===== src/pkg/urpt_pkg.sv =====
// constants, register map and state codes for the synchronous serial channel
package urpt_pkg;
  localparam int ADDR_W = 8;
  localparam int GUARD_W = 8;
  localparam int TOUT_W = 16;
  // register byte offsets
  localparam logic [ADDR_W-1:0] OFS_CTRL = 8'h00;
  localparam logic [ADDR_W-1:0] OFS_MODE = 8'h04;
  localparam logic [ADDR_W-1:0] OFS_STAT = 8'h08;
  localparam logic [ADDR_W-1:0] OFS_RXH = 8'h0c;
  localparam logic [ADDR_W-1:0] OFS_TXH = 8'h10;
  localparam logic [ADDR_W-1:0] OFS_GUARD = 8'h14;
  localparam logic [ADDR_W-1:0] OFS_RTO = 8'h18;
  // control_reg command bits
  localparam int CMD_CLR = 0;
  localparam int CMD_SEND_ADDRESS_CMD = 1;
  localparam int CMD_STWAIT = 2;
  localparam int CMD_RLWAIT = 3;
  // mode_reg fields
  localparam int MODE_SYNC = 0;
  localparam int MODE_PAR_LSB = 1;
  localparam int PAR_W = 3;
  localparam logic [PAR_W-1:0] PAR_EVEN = 3'h0;
  localparam logic [PAR_W-1:0] PAR_ODD = 3'h1;
  localparam logic [PAR_W-1:0] PAR_SPACE = 3'h2;
  localparam logic [PAR_W-1:0] PAR_MARK = 3'h3;
  localparam logic [PAR_W-1:0] PAR_NONE = 3'h4;
  localparam logic [PAR_W-1:0] PAR_MD0 = 3'h6;
  localparam logic [PAR_W-1:0] PAR_MD1 = 3'h7;
  // channel_status_reg bits
  localparam int ST_RX_READY_FLAG = 0;
  localparam int ST_TX_READY_FLAG = 1;
  localparam int ST_TXEMP = 2;
  localparam int ST_OVR = 3;
  localparam int ST_PARITY_ERR_FLAG = 4;
  localparam int ST_TOUT = 5;
  // reset values
  localparam logic [3:0] MODE_RST = 4'h0;
  localparam logic [GUARD_W-1:0] GUARD_RST = 8'h00;
  localparam logic [TOUT_W-1:0] RTO_RST = 16'h0000;
  localparam logic [1:0] RESP_OKAY = 2'h0;
  localparam logic [1:0] RESP_SLVERR = 2'h2;
  typedef enum logic [5:0] {
    TX_IDLE = 6'h01, TX_START = 6'h02, TX_DATA = 6'h04,
    TX_PAR = 6'h08, TX_STOP = 6'h10, TX_GUARD = 6'h20
  } urpt_tx_e;
  typedef enum logic [3:0] {
    RX_IDLE = 4'h1, RX_DATA = 4'h2, RX_PAR = 4'h4, RX_STOP = 4'h8
  } urpt_rx_e;
endpackage


===== src/rtl/urpt_top.sv =====
// synchronous serial channel: receiver, parity, multi-drop, timeguard, idle time-out
//
// The AXI4-Lite slave port and the placing of the registers were decided locally.
`timescale 1ns/1ps
module urpt_top
  import urpt_pkg::*;
#(
  parameter int DATA_BITS = 8
)(
  input wire logic SYS_CLK,
  input wire logic RST_B,
  input wire logic CLK_EN,
  input wire logic BAUD_TICK,
  input wire logic RXD,
  output logic TXD,
  input wire logic [ADDR_W-1:0] AWADDR,
  input wire logic AWVALID,
  output logic AWREADY,
  input wire logic [31:0] WDATA,
  input wire logic [3:0] WSTRB,
  input wire logic WVALID,
  output logic WREADY,
  output logic [1:0] BRESP,
  output logic BVALID,
  input wire logic BREADY,
  input wire logic [ADDR_W-1:0] ARADDR,
  input wire logic ARVALID,
  output logic ARREADY,
  output logic [31:0] RDATA,
  output logic [1:0] RRESP,
  output logic RVALID,
  input wire logic RREADY
);
  if (DATA_BITS < 5 || DATA_BITS > 8)
  begin : g_chk
    $error("DATA_BITS must lie in 5..8");
  end

  logic [31:0] wmask;
  logic [3:0] mode_r;
  logic [GUARD_W-1:0] guard_r;
  logic [TOUT_W-1:0] rto_r;
  logic rxd_m_r, rxd_s_r;
  logic tick, wr_fire, rd_fire, wr_ok, rd_ok;
  logic [31:0] rd_mux;
  logic clr_cmd, send_address_cmd_cmd, stwait_cmd, rlwait_cmd, thr_wr, rhr_rd;

  // byte-lane mask from strobes
  genvar gi;
  for (gi = 0; gi < 4; gi++)
  begin : g_lane
    assign wmask[8*gi +: 8] = {8{WSTRB[gi]}};
  end

  assign tick = CLK_EN & BAUD_TICK;

  ////////////////////////////////////////////////////////////////////////////
  // register bus slave
  assign wr_fire = CLK_EN & AWREADY & WREADY;
  assign rd_fire = CLK_EN & ARREADY;
  assign wr_ok = AWADDR == OFS_CTRL || AWADDR == OFS_MODE || AWADDR == OFS_TXH ||
                 AWADDR == OFS_GUARD || AWADDR == OFS_RTO;
  assign rd_ok = ARADDR == OFS_MODE || ARADDR == OFS_STAT || ARADDR == OFS_RXH ||
                 ARADDR == OFS_GUARD || ARADDR == OFS_RTO;
  // commands act only through the low byte lane
  assign clr_cmd = wr_fire & (AWADDR == OFS_CTRL) & WSTRB[0] & WDATA[CMD_CLR];
  assign send_address_cmd_cmd = wr_fire & (AWADDR == OFS_CTRL) & WSTRB[0] & WDATA[CMD_SEND_ADDRESS_CMD];
  assign stwait_cmd = wr_fire & (AWADDR == OFS_CTRL) & WSTRB[0] & WDATA[CMD_STWAIT];
  assign rlwait_cmd = wr_fire & (AWADDR == OFS_CTRL) & WSTRB[0] & WDATA[CMD_RLWAIT];
  assign thr_wr = wr_fire & (AWADDR == OFS_TXH) & WSTRB[0];
  assign rhr_rd = rd_fire & (ARADDR == OFS_RXH);

  // both address and data must be offered before either is taken
  always_ff @(posedge SYS_CLK)
  begin
    if (!RST_B)
    begin
      AWREADY <= 1'b0;
      WREADY <= 1'b0;
      BVALID <= 1'b0;
      BRESP <= RESP_OKAY;
    end
    else if (CLK_EN)
    begin
      AWREADY <= AWVALID & WVALID & ~AWREADY & ~BVALID;
      WREADY <= AWVALID & WVALID & ~AWREADY & ~BVALID;
      if (wr_fire)
      begin
        BVALID <= 1'b1;
        BRESP <= wr_ok ? RESP_OKAY : RESP_SLVERR;
      end
      else if (BREADY)
        BVALID <= 1'b0;
    end
  end

  always_ff @(posedge SYS_CLK)
  begin
    if (!RST_B)
    begin
      ARREADY <= 1'b0;
      RVALID <= 1'b0;
      RDATA <= 32'h0000_0000;
      RRESP <= RESP_OKAY;
    end
    else if (CLK_EN)
    begin
      ARREADY <= ARVALID & ~ARREADY & ~RVALID;
      if (rd_fire)
      begin
        RVALID <= 1'b1;
        RDATA <= rd_ok ? rd_mux : 32'h0000_0000;
        RRESP <= rd_ok ? RESP_OKAY : RESP_SLVERR;
      end
      else if (RREADY)
        RVALID <= 1'b0;
    end
  end

  // configuration registers, byte-lane merged
  always_ff @(posedge SYS_CLK)
  begin
    if (!RST_B)
    begin
      mode_r <= MODE_RST;
      guard_r <= GUARD_RST;
      rto_r <= RTO_RST;
    end
    else if (wr_fire)
    begin
      if (AWADDR == OFS_MODE)
        mode_r <= (mode_r & ~wmask[3:0]) | (WDATA[3:0] & wmask[3:0]);
      if (AWADDR == OFS_GUARD)
        guard_r <= (guard_r & ~wmask[7:0]) | (WDATA[7:0] & wmask[7:0]);
      if (AWADDR == OFS_RTO)
        rto_r <= (rto_r & ~wmask[15:0]) | (WDATA[15:0] & wmask[15:0]);
    end
  end

  ////////////////////////////////////////////////////////////////////////////
  // parity helpers
  logic [PAR_W-1:0] par_sel;
  logic par_on, multi_drop;

  assign par_sel = mode_r[MODE_PAR_LSB +: PAR_W];
  // codes 4 and 5 carry no parity bit
  assign par_on = ~(par_sel[2] & ~par_sel[1]);
  assign multi_drop = par_sel == PAR_MD0 || par_sel == PAR_MD1;

  function automatic logic par_bit(input logic [PAR_W-1:0] sel, input logic ones_odd,
                                   input logic addr);
    logic b;
    b = addr;
    unique case (sel)
      PAR_EVEN: b = ones_odd;
      PAR_ODD: b = ~ones_odd;
      PAR_SPACE: b = 1'b0;
      PAR_MARK: b = 1'b1;
      default: b = addr;
    endcase
    return b;
  endfunction

  ////////////////////////////////////////////////////////////////////////////
  // receiver: line passes two flops before anything looks at it
  urpt_rx_e rx_st_r;
  logic [DATA_BITS-1:0] rx_sh_r, rx_hold_r;
  logic [3:0] rx_cnt_r;
  logic rx_pbit_r, rx_done, rx_pe, rx_run;
  logic rx_ready_r, ovr_r, parity_err_flag_r;

  always_ff @(posedge SYS_CLK)
  begin
    if (!RST_B)
    begin
      rxd_m_r <= 1'b1;
      rxd_s_r <= 1'b1;
    end
    else if (CLK_EN)
    begin
      rxd_m_r <= RXD;
      rxd_s_r <= rxd_m_r;
    end
  end

  // sample only on baud ticks in sync mode
  assign rx_run = tick & mode_r[MODE_SYNC];
  assign rx_done = rx_run & (rx_st_r == RX_STOP);
  assign rx_pe = par_on & (multi_drop ? rx_pbit_r :
                 (rx_pbit_r != par_bit(par_sel, ^rx_sh_r, 1'b0)));

  // start, data lsb first, parity, one stop
  always_ff @(posedge SYS_CLK)
  begin
    if (!RST_B)
    begin
      rx_st_r <= RX_IDLE;
      rx_sh_r <= '0;
      rx_cnt_r <= 4'h0;
      rx_pbit_r <= 1'b0;
    end
    else if (rx_run)
    begin
      unique case (rx_st_r)
        RX_IDLE:
        begin
          rx_cnt_r <= 4'h0;
          if (!rxd_s_r)
            rx_st_r <= RX_DATA;
        end
        RX_DATA:
        begin
          rx_sh_r <= {rxd_s_r, rx_sh_r[DATA_BITS-1:1]};
          rx_cnt_r <= rx_cnt_r + 4'h1;
          if (rx_cnt_r == 4'(DATA_BITS - 1))
            rx_st_r <= par_on ? RX_PAR : RX_STOP;
        end
        RX_PAR:
        begin
          rx_pbit_r <= rxd_s_r;
          rx_st_r <= RX_STOP;
        end
        RX_STOP: rx_st_r <= RX_IDLE;
      endcase
    end
  end

  // status flags: a new event wins over a clear in the same cycle
  always_ff @(posedge SYS_CLK)
  begin
    if (!RST_B)
    begin
      rx_hold_r <= '0;
      rx_ready_r <= 1'b0;
      ovr_r <= 1'b0;
      parity_err_flag_r <= 1'b0;
    end
    else if (CLK_EN)
    begin
      if (rx_done)
        rx_hold_r <= rx_sh_r;
      rx_ready_r <= rx_done | (rx_ready_r & ~rhr_rd);
      ovr_r <= (rx_done & rx_ready_r) | (ovr_r & ~clr_cmd);
      parity_err_flag_r <= (rx_done & rx_pe) | (parity_err_flag_r & ~clr_cmd);
    end
  end

  ////////////////////////////////////////////////////////////////////////////
  // idle time-out counter, one decrement per bit period
  logic [TOUT_W-1:0] tout_cnt_r;
  logic tout_run_r, tout_rl_r, tout_r, tout_hit, tout_cmd;

  assign tout_cmd = stwait_cmd | rlwait_cmd;
  assign tout_hit = tick & tout_run_r & ~tout_cmd & ~rx_done & (tout_cnt_r == 16'h0001);

  always_ff @(posedge SYS_CLK)
  begin
    if (!RST_B)
    begin
      tout_cnt_r <= 16'h0000;
      tout_run_r <= 1'b0;
      tout_rl_r <= 1'b0;
    end
    else if (tout_cmd)
    begin
      tout_cnt_r <= rto_r;
      tout_run_r <= rlwait_cmd;
      tout_rl_r <= rlwait_cmd;
    end
    else if (rx_done)
    begin
      tout_cnt_r <= rto_r;
      tout_run_r <= 1'b1;
    end
    else if (tick & tout_run_r & (tout_cnt_r != 16'h0000))
    begin
      // periodic reload only in reload-wait mode
      tout_cnt_r <= (tout_hit & tout_rl_r) ? rto_r : tout_cnt_r - 16'h0001;
      if (tout_hit & ~tout_rl_r)
        tout_run_r <= 1'b0;
    end
  end

  always_ff @(posedge SYS_CLK)
  begin
    if (!RST_B)
      tout_r <= 1'b0;
    else if (CLK_EN)
      // disabled value forces low, commands clear
      tout_r <= (rto_r != 16'h0000) & (tout_hit | (tout_r & ~tout_cmd));
  end

  ////////////////////////////////////////////////////////////////////////////
  // transmitter with holding register and timeguard
  urpt_tx_e tx_st_r;
  logic [DATA_BITS-1:0] tx_hold_r, tx_sh_r;
  logic tx_hold_v_r, tx_hold_a_r, send_address_cmd_pend_r, tx_par_r;
  logic [3:0] tx_cnt_r;
  logic [GUARD_W-1:0] tx_gcnt_r;
  logic tx_char_end, tx_load, tx_ready, tx_empty;

  // zero guard ends the character at stop
  assign tx_char_end = tick & ((tx_st_r == TX_STOP && guard_r == 8'h00) ||
                               (tx_st_r == TX_GUARD && tx_gcnt_r == 8'h01));
  assign tx_load = tx_hold_v_r & ((tick & tx_st_r == TX_IDLE) | tx_char_end);
  // ready only once the holding byte moves to the shifter
  assign tx_ready = ~tx_hold_v_r;
  // guard counts as part of the character
  assign tx_empty = (tx_st_r == TX_IDLE) & ~tx_hold_v_r;

  always_ff @(posedge SYS_CLK)
  begin
    if (!RST_B)
    begin
      tx_hold_r <= '0;
      tx_hold_v_r <= 1'b0;
      tx_hold_a_r <= 1'b0;
      send_address_cmd_pend_r <= 1'b0;
    end
    else if (CLK_EN)
    begin
      // writes while full are dropped
      if (thr_wr & tx_hold_v_r == 1'b0)
      begin
        tx_hold_r <= WDATA[DATA_BITS-1:0];
        tx_hold_v_r <= 1'b1;
        // address mark follows the send-address command
        tx_hold_a_r <= send_address_cmd_pend_r | send_address_cmd_cmd;
        send_address_cmd_pend_r <= 1'b0;
      end
      else
      begin
        if (tx_load)
          tx_hold_v_r <= 1'b0;
        if (send_address_cmd_cmd)
          send_address_cmd_pend_r <= 1'b1;
      end
    end
  end

  always_ff @(posedge SYS_CLK)
  begin
    if (!RST_B)
    begin
      tx_st_r <= TX_IDLE;
      tx_sh_r <= '0;
      tx_par_r <= 1'b0;
      tx_cnt_r <= 4'h0;
      tx_gcnt_r <= 8'h00;
      TXD <= 1'b1;
    end
    else if (tx_load)
    begin
      tx_sh_r <= tx_hold_r;
      tx_par_r <= par_bit(par_sel, ^tx_hold_r, tx_hold_a_r);
      tx_st_r <= TX_START;
      TXD <= 1'b0;
    end
    else if (tick)
    begin
      unique case (tx_st_r)
        TX_IDLE: TXD <= 1'b1;
        TX_START, TX_DATA:
        begin
          if (tx_st_r == TX_DATA && tx_cnt_r == 4'(DATA_BITS))
          begin
            TXD <= par_on ? tx_par_r : 1'b1;
            tx_st_r <= par_on ? TX_PAR : TX_STOP;
          end
          else
          begin
            TXD <= tx_sh_r[0];
            tx_sh_r <= tx_sh_r >> 1;
            tx_cnt_r <= (tx_st_r == TX_START) ? 4'h1 : tx_cnt_r + 4'h1;
            tx_st_r <= TX_DATA;
          end
        end
        TX_PAR:
        begin
          TXD <= 1'b1;
          tx_st_r <= TX_STOP;
        end
        TX_STOP:
        begin
          // hold line high for guard bits
          tx_gcnt_r <= guard_r;
          tx_st_r <= (guard_r == 8'h00) ? TX_IDLE : TX_GUARD;
        end
        TX_GUARD:
        begin
          tx_gcnt_r <= tx_gcnt_r - 8'h01;
          if (tx_gcnt_r == 8'h01)
            tx_st_r <= TX_IDLE;
        end
      endcase
    end
  end

  // read-back selection
  assign rd_mux = (ARADDR == OFS_MODE) ? {28'h0, mode_r} :
                  (ARADDR == OFS_STAT) ? {26'h0, tout_r, parity_err_flag_r, ovr_r, tx_empty,
                                          tx_ready, rx_ready_r} :
                  (ARADDR == OFS_RXH) ? {{(32-DATA_BITS){1'b0}}, rx_hold_r} :
                  (ARADDR == OFS_GUARD) ? {24'h0, guard_r} : {16'h0, rto_r};
endmodule


===== config.mk =====
export PLATFORM = sky130hd
export DESIGN_NAME = urpt_top
export DESIGN_NICKNAME = d
export VERILOG_FILES = /design/src/pkg/urpt_pkg.sv /design/src/rtl/urpt_top.sv
export SDC_FILE = /design/constraint.sdc
export NUM_CORES = 1
export LEC_CHECK = 0
export BUFFER_PORTS_ARGS = -buffer_cell sky130_fd_sc_hd__buf_2
export CORE_MARGIN = 3
export CORE_UTILIZATION = 45
export DETAILED_ROUTE_END_ITERATION = 12
export MAX_ROUTING_LAYER = met4
export PLACE_DENSITY_LB_ADDON = 0.12
export SLEW_MARGIN = 0
export SYNTH_ARGS = -nofsm -noshare
export SYNTH_HDL_FRONTEND = slang
export SYNTH_SLANG_ARGS = --single-unit

===== constraint.sdc =====
create_clock -name SYS_CLK -period 2.3 [get_ports SYS_CLK]
set_input_delay 0.46 -clock SYS_CLK [delete_from_list [all_inputs] [get_ports SYS_CLK]]
set_output_delay 0.46 -clock SYS_CLK [all_outputs]
set_load 0.005 [all_outputs]

# == Yosys cells after proc, flatten, opt, wreduce, memory -nomap -nowiden ==
# Cells that the tools add are included.
# word_totals
ff_bits,156
word_cells,257
input_bits,62
out_inout_bits,42
# op_classes
reduce_logical,58
add_sub_neg,4
n_mux,49
bitwise_logic,77
n_eq_ne,34
# op_table
cell,count
$mux W16,8
$and A1 B1 Y1,41
$eq A8 B5 Y1 const B,5
$and A16 B16 Y16,2
$mux W32,1
$mux W8,4
$reduce_and A2 Y1,16
$reduce_bool A16 Y1,2
$pmux W6 S4,1
$mux W1,17
$not A1 Y1,17
$and A8 B8 Y8,2
$eq A16 B1 Y1 const B,1
$eq A8 B3 Y1 const B,2
$eq A8 B4 Y1 const B,2
$logic_not A8 Y1,2
$mux W4,4
$not A16 Y16,1
$or A16 B16 Y16,1
$pmux W4 S4,1
$pmux W8 S2,1
$reduce_bool A2 Y1,8
$reduce_xor A8 Y1,2
$sub A16 B1 Y16 const B,1
42 further kinds,80

# == Depth between registers and ports, before layout ==
# depth
depth_word,15
depth_mapped,10
ltp_nobuf,8

# == Least setup slack after synthesis ==
# OpenSTA, ideal clock, no wires.
# synth_timing
path_type,input to register
from,in AWADDR[3]
to,reg tx_hold_r[3]
n_path_buf,2
required_time_ps,2172
setup_time_ps,128
arrival_time_ps,2349
cell_stages,7
setup_slack_ps,-177
path_cell_list,or4_4 -> or3_1 -> buf_6 -> or4b_4 -> buf_6 -> mux2i_1 -> nor2_1
# synth_via
elab_chain_cells,5
# synth_lines
item,line,text
start: declaration,urpt_top.sv:16,"input wire logic [ADDR_W-1:0] AWADDR,"
$eq A8 B5 Y1,urpt_top.sv:70,assign thr_wr = wr_fire & (AWADDR == OFS_TXH) & WSTRB[0];
$and A1 B1 Y1 (2 in a row),urpt_top.sv:70,
$and A1 B1 Y1,urpt_top.sv:323,if (thr_wr & tx_hold_v_r == 1'b0)
$reduce_and A2 Y1 (no source line),-,
end signal: assignment,urpt_top.sv:325,tx_hold_r <= WDATA[DATA_BITS-1:0];
end: declaration,urpt_top.sv:296,"logic [DATA_BITS-1:0] tx_hold_r, tx_sh_r;"
# Every way passes these cells.
# A chain may end at the register's enable or synchronous reset.

# == Worst setup path in the final report ==
# layout_timing
from,reg tout_cnt_r[1]
to,reg tout_cnt_r[12]
# layout_via
elab_chain_cells,7
elab_cells_between_ends,11
cone_classes,1 x add/sub; 1 x eq/ne; 4 x mux; 3 x bitwise; 2 x reduce/logical
# layout_lines
item,line,text
start: declaration,urpt_top.sv:250,logic [TOUT_W-1:0] tout_cnt_r;
start signal: assignment,urpt_top.sv:266,tout_cnt_r <= rto_r;
start signal: assignment,urpt_top.sv:272,tout_cnt_r <= rto_r;
start signal: assignment,urpt_top.sv:278,tout_cnt_r <= (tout_hit & tout_rl_r) ? rto_r : tout_cnt_r - 16'h0001;
branches (longest 7 deep; another with $sub A16 B1 Y16),-,
# Parallel ways; which one is timed is not known. The select of a mux whose other input is x is not followed.

==> impl_metrics.yaml <==
status:
  outcome: "complete, no violations"
finish:
  drive_gt1_share_pct: 20.7
  diodes: 0
  postLayoutCoreUtil_pct: 56.4
  area_growth_syn_to_layout_pct: 22.3
  fin_nets: 1048
setup_path:
  reg2reg_from: "tout_cnt_r[1]"
  critPathMaxFanout: 5
  crit_slowest_cell: "or2_2"
  arrival_ps: 2510
  setup.worst_path.start_class: "flop"
  crit_top_cell: "or2_2"
  crit_buf_inv: 1
  cp-end-kind: "flop"
  criticalPathCategory: "reg -> reg"
  startpoint: "tout_cnt_r[1]"
  cp.required_ps: 2610
  path_cells: "inv_1 > ha_1 > nand3_1 > or2_2 > or2_2 > nand4_1 > nor4_1 > a311o_1"
  cpLargestDelayFamily: "simple AND/OR/NAND/NOR gates"
  critical_path.max_stage_delay_ps: 340
clock_tree:
  root_buffer: "clkbuf_16"
  ctsHoldBuffers: 0
  cts.path.max_buffers: 2
  clock_sinks: 138
  clock_latency_ps: 430
  cts_inserted_buffers: 17
  cts.reportedPaths.clkPinSlew_ps: 60
  cts_tree: "yes"
  cts.htree.levels: 4
detailed_routing:
  first_pass_iters: 4
  vias_per_cell: 5.70
  drt_wl_total_mm: 19.9
  drc: 0
  post_drt_wl_per_cell_um: 16.8
  ant_nets: 0
  vias: 6724
  initialDrtViolationCount: 439
power:
  leakage_nw: 3.52
  power_density_nw_per_um2: 621
  peakVddDrop_uv: 499
hold_path:
  worstHoldStart: "RXD"
  hold_class: "in -> reg"
yosys:
  async_reset_ff_share_pct: 0
  ys_top_cells_by_area: "dfxtp_1 (39%), mux2i_1 (7.0%), nand2_1 (5.9%), nor2_1 (5.4%), a21oi_1 (5.3%)"
  synth_top_cell_by_area: "dfxtp_1"
  ys_warn_count: 0
  avgSynthCellArea_um2: 8.14
  syn-cell-area_um2: 7020
  synthFlopType: "dfxtp_1"
  yosysSeqAreaShare_pct: 39.4
  synthDistinctLibCells: 78
  ys_seq_elements: 138
  synth_edf_count: 0
  synth_top_area_share_pct: 39.4
  syn_inst: 862
timing:
  rsz0062_at_grt: "yes"
  max_freq_mhz: 454
  relSlewSlack_pct: 61.4
  worst_pin_slew_ps: 575
  finalClockSkew_ps: 8.51
  whs_ps: 249
  report.final.slew_viol_count: 0
  finalSetupViolCount: 0
  hold_viol_final: 0
  fin_crit_sh_pct: 95.8
  tns_ps: 0
  fin_crit_ps: 2200
  fin_ws_ps: 97.5
grt:
  overflow: 0
  grt_use_total_pct: 24.0
  antenna_found_initial: 0
  grt_pass1_wl_mm: 31.5
  grt_start_max_net_pins: 53
  grt_pass1_vias: 6291
placement:
  gp_congestion: 0.907
  portBuffers: 67
  preCtsSetupSlack_ps: -332
  dp_hpwl_mm: 14.8
floorplan:
  rows: 45
  core_um2: 15200
  initial_core_util_pct: 46.2
  dieArea_um2: 17100
  io_pins: 104
  die_x_um: 131
  die_height_um: 131
job:
  cap_violations: 0
[layout by cell type, fill, tap and decap left out, types with 5 or more instances in the layout]
| cell type | count |
|---|---|
| dfxtp_1 | 138 |
| nand2_1 | 110 |
| nor2_1 | 100 |
| buf_4 | 78 |
| a21oi_1 | 74 |
| buf_2 | 67 |
| mux2i_1 | 49 |
| o21ai_0 | 42 |
| nand3_1 | 30 |
| nor4_1 | 20 |
| conb_1 | 18 |
| clkbuf_16 | 17 |
| inv_1 | 16 |
| a22oi_1 | 16 |
| xnor2_1 | 12 |
| a22o_1 | 11 |
| nor3_1 | 9 |
| o22ai_1 | 8 |
| nand2b_1 | 8 |
| ha_1 | 8 |
| or2_2 | 7 |
| xor2_1 | 7 |
| nor2b_1 | 7 |
| a31oi_1 | 6 |
| o211ai_1 | 6 |
| and3_1 | 6 |
| or3_1 | 5 |
| nor3b_1 | 5 |
| a32oi_1 | 5 |
[final cells by class]
class	instances	area (um^2)
clock buffers	21	460
multi-input cells	657	3970
clock inverters	11	121
well taps	188	235
repair buffers	147	961
fillers	1417	6620
flip-flops and latches	138	2760
inverters	17	63.8
[what timing repair did]
action                                  4_1_cts  5_1_grt
endpoints found under the setup margin        0       27
resized for setup                             0       10
buffers inserted                              0        1
[kinds of logic (layout without fill, tap and decap cells)]
family / Yosys count / after routing / synth area share, %
AO/OA/AOI/OAI: 216 / 216 / 19.9
XOR/XNOR: 19 / 19 / 2.37
adder cells (fa/ha/maj): 8 / 8 / 1.43
buffers and inverters: 84 / 196 / 5.94
flip-flops: 138 / 138 / 39.4
multiplexers: 49 / 49 / 6.99
other: 1 / 18 / 0.0534
AND/OR/NAND/NOR: 347 / 347 / 24.0
[through the flow]
step / power [mW] / instances / area, um^2
after floorplan: 2.58 / 879 / 7110
after global placement: 2.66 / 1146 / 7940
after detailed placement: 2.67 / 1146 / 7940
after CTS: 5.36 / 1178 / 8520
after global routing: 5.48 / 1179 / 8580
final: 5.33 / 1179 / 8580
[final timing paths]
check                                 endpoint  slack (ps)  cells after the start
worst min register to register      tx_sh_r[1]         450                      2
worst max register to register  tout_cnt_r[12]         100                      8
worst max-delay path            tout_cnt_r[12]         100                      8
worst min-delay path                   rxd_m_r         250                      3
[tightest hold or removal path, stage by stage]
cell and delay, ps:
buf_2 80, mux2i_1 60, nand2_1 50
[synth_stat cells, drive strengths merged (4+ instances only)]
cell,number
a21oi,75
a22o,11
a22oi,16
a31oi,6
a32oi,5
and2,4
and3,6
buf,32
clkbuf,35
dfxtp,138
ha,8
inv,17
mux2i,49
nand2,110
nand2b,8
nand3,30
nand4,4
nand4b,5
nor2,104
nor2b,7
nor3,10
nor3b,6
nor4,22
o211ai,6
o21a,4
o21ai,45
o22ai,8
or2,8
or3,5
or4,6
xnor2,12
xor2,7
[power breakdown]
part	internal (mW)	switching, mW
sequential	2.40	0.00493
combinational	0.0773	0.140
clock	1.65	1.06
total	4.12	1.20
[routing by layer]
layer / GRT usage [%] / vias to the layer above / wire [um]
li1: - / 3302 / -
met1: 30.7 / 3195 / 9290
met2: 37.9 / 192 / 9180
met3: 5.00 / 35 / 909
met4: 8.17 / 0 / 469
met5: - / - / 0
(Power assumes the default switching activity.)
